$ cat config.mk
export PLATFORM = sky130hd
export DESIGN_NAME = mprs_sequencer
export DESIGN_NICKNAME = d
export VERILOG_FILES = /design/src/hdl/mprs_pkg.sv /design/src/hdl/mprs_low_timer.sv /design/src/hdl/mprs_sequencer.sv
export SDC_FILE = /design/constraint.sdc
export NUM_CORES = 1
export LEC_CHECK = 0
export ABC_CLOCK_PERIOD_IN_PS = 4200
export BUFFER_PORTS_ARGS = -buffer_cell sky130_fd_sc_hd__buf_2
export CORE_MARGIN = 4
export CORE_UTILIZATION = 54
export DETAILED_ROUTE_END_ITERATION = 12
export MAX_ROUTING_LAYER = met4
export PLACE_DENSITY_LB_ADDON = 0.25
export SLEW_MARGIN = 40
export SYNTH_ARGS = -nofsm -noshare
export SYNTH_HDL_FRONTEND = slang
export SYNTH_HIERARCHICAL = 1
export SYNTH_SLANG_ARGS = --single-unit
$ cat constraint.sdc
create_clock -name clock_i -period 4.2 [get_ports clock_i]
set_clock_uncertainty 0.2 [all_clocks]
set_input_delay 0.84 -clock clock_i [delete_from_list [all_inputs] [get_ports clock_i]]
set_output_delay 0.84 -clock clock_i [all_outputs]
set_load 0.02 [all_outputs]
$ cat src/hdl/mprs_pkg.sv
// package: constants and carriers for the module power and reset sequencer
package mprs_pkg;

  // ----------------------------------------
  // timing
  // ----------------------------------------
  localparam int unsigned CLK_HZ = 200000000;
  localparam int unsigned CYC_PER_MS = CLK_HZ / 1000;
  localparam int unsigned IGNITE_MIN_MS = 25;
  localparam int unsigned RESTART_MIN_MS = 20;
  localparam int unsigned POWER_UP_MS = 2000;
  // least times round up; whole ms at 200 MHz divide exactly
  localparam int unsigned IGNITE_MIN_CYC = IGNITE_MIN_MS * CYC_PER_MS;
  localparam int unsigned RESTART_MIN_CYC = RESTART_MIN_MS * CYC_PER_MS;
  localparam longint unsigned POWER_UP_CYC = 64'(POWER_UP_MS) * 64'(CYC_PER_MS);
  localparam int CNT_W = 32;

  // ----------------------------------------
  // states
  // ----------------------------------------
  typedef enum logic [2:0] {
    MPRS_OFF = 3'b000,
    MPRS_IGNITE = 3'b001,
    MPRS_BOOT = 3'b010,
    MPRS_ON = 3'b011,
    MPRS_RESTART = 3'b100
  } mprs_state_t;

  // ----------------------------------------
  // carriers
  // ----------------------------------------
  typedef struct packed {
    logic alive_rail;
    logic operational;
    logic clear_mem;
  } mprs_status_t;

endpackage

$ cat src/hdl/mprs_low_timer.sv
// low-level duration timer with falling-edge detect and saturating count
`timescale 1ns/1ps
`default_nettype none
module mprs_low_timer
  import mprs_pkg::*;
#(
  parameter int unsigned MIN_CYC = 100
)
(
  // clock and reset
  input wire logic clock_i,
  input wire logic rst_i,
  // line level (1 = high)
  input wire logic level_i,
  // results
  output logic fall_o,
  output logic long_enough_o
);

  typedef struct packed {
    logic prev;
    logic [CNT_W-1:0] cnt;
  } mprs_tmr_t;

  mprs_tmr_t s_reg;
  mprs_tmr_t s_next;

  always_comb
  begin
    s_next = s_reg;
    s_next.prev = level_i;
    if (level_i)
      s_next.cnt = '0;
    else if (s_reg.cnt < CNT_W'(MIN_CYC))
      s_next.cnt = s_reg.cnt + 1'b1;
  end

  always_ff @(posedge clock_i or posedge rst_i)
  begin
    if (rst_i)
      s_reg <= '{prev: 1'b1, cnt: '0};
    else
      s_reg <= s_next;
  end

  assign fall_o = s_reg.prev & ~level_i;
  assign long_enough_o = ~level_i & (s_reg.cnt >= CNT_W'(MIN_CYC));

endmodule
`default_nettype wire

$ cat src/hdl/mprs_sequencer.sv
// module power-on and hard-reset sequencer, device side
`timescale 1ns/1ps
`default_nettype none
module mprs_sequencer
  import mprs_pkg::*;
#(
  parameter int unsigned IGNITE_CYC = IGNITE_MIN_CYC,
  parameter int unsigned RESTART_CYC = RESTART_MIN_CYC,
  parameter longint unsigned BOOT_CYC = POWER_UP_CYC
)
(
  // clock and reset
  input wire logic clock_i,
  input wire logic rst_i,
  // open-drain control pins: input level, low drive and its enable
  input wire logic module_ignite_n_i,
  output logic module_ignite_n_o,
  output logic module_ignite_n_oe_o,
  input wire logic restart_n_i,
  output logic restart_n_o,
  output logic restart_n_oe_o,
  // software power-off command from the serial command handler (one-cycle pulse)
  input wire logic software_power_off_command_i,
  // status
  output logic module_alive_rail_o,
  output logic operational_o,
  output logic clear_mem_o,
  output logic [2:0] state_o
);

  // ----------------------------------------
  // limits
  // ----------------------------------------
  // all timing is counted on clock_i from the sampled line level, so a glitch
  // shorter than one clock is either missed or seen as one whole cycle low, never filtered out
  // the pulse timers hold 32 bits, far more than the longest least pulse needs
  // a restart held low past its least time is acted on at once, not at its release

  // ----------------------------------------
  // pins
  // ----------------------------------------
  // the pull-ups are outside this logic; the device never drives either line
  // driving a line high would fight the host's open-drain pull, so the enables stay off
  assign module_ignite_n_o = 1'b0;
  assign module_ignite_n_oe_o = 1'b0;
  assign restart_n_o = 1'b0;
  assign restart_n_oe_o = 1'b0;

  // ----------------------------------------
  // pulse timers
  // ----------------------------------------
  // both control lines share one timer design
  // index 0 is the ignition line, index 1 the restart line
  localparam int unsigned LINE_CNT = 2;

  logic [LINE_CNT-1:0] line_lvl;
  logic [LINE_CNT-1:0] line_fall;
  logic [LINE_CNT-1:0] line_valid;
  logic ign_fall;
  logic ign_valid;
  logic rst_fall;
  logic rst_valid;

  assign line_lvl = {restart_n_i, module_ignite_n_i};

  generate
    for (genvar g = 0; g < LINE_CNT; g++)
    begin : g_line
      // each edge detector resets to the pulled-up idle level, so no false fall
      mprs_low_timer #(.MIN_CYC(g == 0 ? IGNITE_CYC : RESTART_CYC)) u_tmr (
        .clock_i(clock_i),
        .rst_i(rst_i),
        .level_i(line_lvl[g]),
        .fall_o(line_fall[g]),
        .long_enough_o(line_valid[g])
      );
    end
  endgenerate

  assign ign_fall = line_fall[0];
  assign ign_valid = line_valid[0];
  assign rst_fall = line_fall[1];
  assign rst_valid = line_valid[1];

  // ----------------------------------------
  // state
  // ----------------------------------------
  // boot_cnt is 64 bits wide although the full power-up period at the real
  // clock, 400000000 cycles, fits the 32-bit pulse counters; the cost is a wider
  // decrementer, traded for one counter that serves both power-up paths
  typedef struct packed {
    mprs_state_t st;
    logic [63:0] boot_cnt;
    mprs_status_t stat;
  } mprs_seq_t;

  mprs_seq_t s_reg;
  mprs_seq_t s_next;

  always_comb
  begin
    s_next = s_reg;
    s_next.stat.clear_mem = 1'b0;
    // the power-up counter runs down to zero in every state; only BOOT reads it
    if (s_reg.boot_cnt != 64'h0)
    begin
      s_next.boot_cnt = s_reg.boot_cnt - 64'h1;
    end
    case (s_reg.st)
      MPRS_OFF:
      begin
        // a restart pulse while off still wipes state; an ignition fall during it
        // is dropped, so the host releases restart before it asks for power
        if (!restart_n_i)
          s_next.stat.clear_mem = 1'b1;
        else if (ign_fall)
        begin
          s_next.st = MPRS_IGNITE;
          s_next.boot_cnt = BOOT_CYC;
        end
      end
      MPRS_IGNITE:
      begin
        // released before the least assertion time: refused, nothing else changes
        if (module_ignite_n_i)
        begin
          s_next.st = MPRS_OFF;
        end
        else if (ign_valid)
        begin
          s_next.st = MPRS_BOOT;
          s_next.stat.alive_rail = 1'b1;
        end
      end
      MPRS_BOOT, MPRS_ON:
      begin
        // ignition is not looked at here, so asserting it again cannot switch off;
        // a restart edge wins over a power-off command in the same cycle
        if (rst_fall)
        begin
          s_next.st = MPRS_RESTART;
        end
        else if (software_power_off_command_i)
        begin
          s_next.st = MPRS_OFF;
          s_next.stat.alive_rail = 1'b0;
          s_next.stat.operational = 1'b0;
        end
        else if (s_reg.st == MPRS_BOOT && s_reg.boot_cnt == 64'h0)
        begin
          s_next.st = MPRS_ON;
          s_next.stat.operational = 1'b1;
        end
      end
      MPRS_RESTART:
      begin
        // a short pulse is ignored and the module keeps running as it was
        if (restart_n_i)
        begin
          s_next.st = s_reg.stat.operational ? MPRS_ON : MPRS_BOOT;
        end
        else if (rst_valid)
        begin
          // the boot count starts at the restart fall, so the pulse time is taken off
          s_next.stat.clear_mem = 1'b1;
          s_next.stat.operational = 1'b0;
          if (!module_ignite_n_i)
          begin
            s_next.st = MPRS_BOOT;
            s_next.boot_cnt = BOOT_CYC - 64'(RESTART_CYC);
          end
          else
          begin
            s_next.st = MPRS_OFF;
            s_next.stat.alive_rail = 1'b0;
          end
        end
      end
      default:
      begin
        // an illegal state code falls back to off with every flag cleared
        s_next.st = MPRS_OFF;
        s_next.boot_cnt = 64'h0;
        s_next.stat = '0;
      end
    endcase
  end

  always_ff @(posedge clock_i or posedge rst_i)
  begin
    if (rst_i)
      s_reg <= '{st: MPRS_OFF, boot_cnt: 64'h0, stat: '0};
    else
      s_reg <= s_next;
  end

  // ----------------------------------------
  // outputs
  // ----------------------------------------
  // every status output comes straight from a flip-flop, so the host never sees
  // a glitch on the alive rail while the state word changes
  assign module_alive_rail_o = s_reg.stat.alive_rail;
  assign operational_o = s_reg.stat.operational;
  assign clear_mem_o = s_reg.stat.clear_mem;
  assign state_o = s_reg.st;

endmodule
`default_nettype wire
[Yosys cells after proc, flatten, opt, wreduce, memory -nomap -nowiden]
Index checks and enable logic that the tools add are counted.
Word-level totals
  bits in registers: 136
  input bits: 5
  output and inout bits: 10
  logic and storage cells: 84
Operators by class
  add/sub/neg operators: 3
  $lt $le $gt $ge: 4
  equality and inequality tests: 17
  mux-type cells: 31
  bitwise gates (word level): 8
  reductions and logical operators: 12
Operators by type and width (count)
  2-to-1 mux 67 bit: 3
  case mux 64 bit (3 select lines): 1
  2-to-1 mux 32 bit: 4
  2-to-1 mux 64 bit: 2
  2-to-1 mux 70 bit: 1
  adder 32 x 1 -> 32 bit (second input constant): 2
  logical NOT 64 bit: 1
  nonzero test 64 bit: 1
  subtractor 64 x 1 -> 64 bit (second input constant): 1
  >= comparator 32 x 22 -> 1 bit (second input constant): 1
  >= comparator 32 x 23 -> 1 bit (second input constant): 1
  < comparator 32 x 22 -> 1 bit (second input constant): 1
  < comparator 32 x 23 -> 1 bit (second input constant): 1
  2-to-1 mux 3 bit: 6
  inequality test 2 bit (second input constant): 6
  case mux 3 bit (4 select lines): 1
  AND reduction 5 bit: 2
  2-to-1 mux 1 bit: 8
  AND reduction 8 bit: 1
  equality test 3 x 2 -> 1 bit (second input constant): 2
  inequality test 2 x 1 -> 1 bit (second input constant): 3
  inequality test 3 x 2 -> 1 bit (second input constant): 2
  bitwise AND 1 bit: 4
  2-to-1 mux 2 bit: 2
  other kinds (13): 18

[Longest topological paths before layout]
  depth after elaboration: 6
  mapped depth: 10

[By module]
The synthesis kept the hierarchy.
By module, submodules not included
  mprs_sequencer: times used 1, cells each 411, area an instance 3814.9 µm²
  mprs_low_timer (g_line[0].u_tmr): times used 1, cells each 173, area an instance 1651.6 µm²
  mprs_low_timer (g_line[1].u_tmr): times used 1, cells each 161, area an instance 1630.3 µm²

[Least setup slack after synthesis]
No wires, ideal clock.
  kind: register -> register
  start point: register, netlist name s_reg[35]
  end point: register, netlist name s_reg[34]
  setup time: 132 ps
  data arrival time: 2724 ps
  data required time: 3868 ps
  slack: 1144 ps
  cell stages (with the launch flop): 10
  buffers on the path: 2
  clock period less this slack: 3056 ps
  path through: dfrtp_1 > or4_4 > or4_4 > or3_4 > or3_1 > buf_6 > buf_6 > nand3_1 > xor2_1 > nor2_1

==> summary.txt <==
Critical path
  • CP endpoint kind: flop
  • Crit path from: s_reg[35]
  • Crit path max-delay family: simple AND/OR/NAND/NOR gates
  • Worst r2r src: s_reg[35]
  • Max FO, Critical Path: 17
  • Worst Path Buf+Inv: 0
  • Crit path required time: 4.27 ns
  • Slowest CP cell: or3_1
  • Top cell by count, worst path: or4_4
  • Worst EP arrival: 3.61 ns
  • Cell Chain, Critical Path: or4_4 > or4_4 > or3_4 > or3_1 > nand2_1 > or4_1 > a31oi_1
  • Startpoint class of the critical path: flop
  • CP max stage delay: 0.65 ns
  • WS Path Type: flop to flop

CTS
  • CTS Root Cell: clkbuf_16
  • Buffer depth of the longest clock path: 2
  • TritonCTS Buffers: 17
  • CTS tree: built
  • Hold Buf Count CTS: 0
  • Worst skew pair latency: 0.42 ns
  • Gates resized, CTS repair: 0
  • Post-CTS setup buffers: 0
  • CTS H-tree lvls: 4
  • Num Clock Sinks: 136
  • Clock Pin Slew Worst Setup and Hold Paths: 0.05 ns

Timing
  • Hold Vio Cnt, Final: 0
  • Slew @ Worst Pin: 0.8229 ns
  • Final setup vio count: 0
  • Final Max Slew Viols: 0
  • Worst Hold Slack: 0.2756 ns
  • F_max: 0.2820 GHz
  • RSZ-0062 raised after global routing: no
  • Minimum clock period: 3.546 ns
  • Final Cycle Share: 84.43%
  • TNS Setup: 0 ns
  • Normalized max-slew margin: 44.81%

Run status
  • Status: finished clean

Cells and area
  • Fillers: 1071
  • P&R area growth vs syn: 11.57%
  • Sequential standard cell area: 3406 µm²
  • Diodes inserted: 0
  • Cell area after layout: 7918 µm²
  • Max FFs per register: 66
  • Area of the multi-input gates: 3393 µm²
  • Cell Count, Final, Fillers Out: 936
  • Nets: 762
  • Share of cells above drive strength 1: 10.34%

Pwr
  • Flop pwr share: 41.4%
  • Int Power: 2.811 mW
  • PwrDens: 482.7 nW/µm²
  • Net switching power: 1.011 mW
  • Comb pwr share: 14.7%
  • Maximum vdd ir drop: 272.9 µV
  • Leakage: 3.309 nW
  • Clock share of power: 43.9%
  • Sw frac: 26.45%

Drt
  • DR iter-0 viols: 458
  • Highest metal used: met4
  • Vias/cell: 5.936
  • Avg WL per Cell: 16.24 µm
  • TritonRoute pass-1 iters: 5
  • Final WL: 15210 µm
  • DR DRC count: 0
  • Met2 wire length: 7298 µm
  • Met3 wire len: 581 µm
  • Post-route ant nets: 0
  • DR vias: 5556
  • Post-Route M1 WL: 7164 µm

Floorplan
  • Core Rows: 41
  • Chip Height: 122.6 µm
  • IO Pins: 15
  • Initial Utilization: 55.78%
  • Die W: 122.6 µm
  • Total die area: 15040 µm²
  • Core outline area: 12720 µm²

GRT
  • GRT overflow: 0
  • GR Util All Layers: 22.51%
  • First-pass GRT wire length: 26300 µm
  • Vias in the first global route: 5454
  • Antenna violations before repair: 0
  • Largest net degree at the start of global routing: 49

Synth
  • Syn Std Cell Area: 7097 µm²
  • Top_reg_cell synth: dfrtp_1
  • Distinct cells, synth: 58
  • Post-synth top area share: 47.25%
  • Cell accounting for the most synthesized area: dfrtp_1
  • Synthesis-stage register bit count: 136
  • Post-Synthesis Cells: 745
  • Number of synthesized flops with an enable pin: 0
  • Synth warn: 6
  • Post-synth ARST share: 100.0%
  • Seq/Total Area, Yosys: 47.99%
  • Synth area leaders: dfrtp_1 (47%), nor2_1 (4.4%), a21oi_1 (4.2%)
  • Synthesized area per cell: 9.526 µm²

Placed design
  • Buffers on Ports: 10
  • GP Congestion: 0.8466
  • Placed Cells incl. Taps: 903
  • DP HPWL: 9754 µm
  • Placed instance area: 7237 µm²

Hold path
  • Hold crit path type: primary input to async pin

Flow run
  • Total of max-cap violations: 0
-- power by group through the flow --
stage                     combinational (mW)  clock, mW  sequential [mW]
after global placement                 0.541          0             1.59
final                                  0.562       1.68             1.58
after detailed placement               0.562          0             1.60
after global routing                   0.636       1.77             1.60
after floorplan                        0.459          0             1.57
after CTS                              0.566       1.71             1.58
-- kinds of logic after synthesis --
group / count (synthesis) / share of synthesized area [%]
AOI/OAI and AO/OA: 131 / 11.53
other: 1 / 0.05284
and+or+nand+nor: 345 / 27.12
xor gates and xnor gates: 59 / 7.281
adders and majority gates: 6 / 1.058
muxes: 4 / 0.6170
buffers and inverters: 63 / 4.355
DFF: 136 / 47.99
-- final timing paths --
check,endpoint,slack [ns],cells past startpoint
hold / removal,s_reg[3],0.28,2
setup reg to reg,s_reg[22],0.65,7
hold reg to reg,g_line[0].u_tmr/s_reg[30],0.29,1
max in group asynchronous,s_reg[47],2.53,3
setup / recovery,s_reg[22],0.65,7
min in group clock_i,g_line[0].u_tmr/s_reg[30],0.29,1
-- stage by stage --
step | utilization [%] | power [mW] | setup slack, ns
finish | 62.23 | 3.822 | 0.6541
global route | 62.23 | 4.004 | 0.4638
global placement | 56.88 | 2.129 | 0.7455
detailed placement | 56.88 | 2.161 | 0.6981
floorplan | - | 2.024 | 1.144
CTS | 62.20 | 3.852 | 0.6823
-- synthesized netlist by cell type, types with 4 or more instances --
cell type	instances
dfrtp_1	134
nor2_1	84
a21oi_1	60
xnor2_1	34
nand2_1	32
or4_1	31
nand3_1	29
nor4_1	29
nor3_1	28
or3_1	28
inv_1	26
xor2_1	25
o21ai_0	24
o31ai_1	22
nor2b_1	21
clkbuf_1	20
nand4_1	16
and2_1	10
buf_4	8
or2_2	7
ha_1	6
buf_6	5
or4_4	5
buf_2	4
nand3b_1	4
nand4b_1	4
-- cell type report --
class	instances	share of cell area, %
well taps	172	2.718
repair buffers	21	1.643
flip-flops and latches	136	43.02
multi-input cells	549	42.86
clock inverters	7	2.023
clock buffers	25	6.511
inverters	26	1.233
-- placed cells by master, fill, tap and decap left out, drive strengths merged, types with 4 or more instances in the layout --
cell / n
nor3b: 4
nor2b: 21
inv: 26
ha: 6
and2: 10
nor3: 28
a21oi: 60
or4: 36
nand3b: 4
nand3: 31
conb: 4
dfrtp: 134
xnor2: 34
nand4: 16
nand2: 32
bufinv: 5
o21ai: 24
xor2: 25
nor2: 84
buf: 21
clkbuf: 25
o31ai: 24
nand4b: 4
or3: 29
nor4: 30
or2: 7
-- routing by layer --
layer	track usage (%)	vias to the layer above
met5	-	-
met4	6.788	0
met3	5.991	11
met2	33.73	100
met1	30.27	2744
li1	-	2701
(Power assumes the default switching activity.)
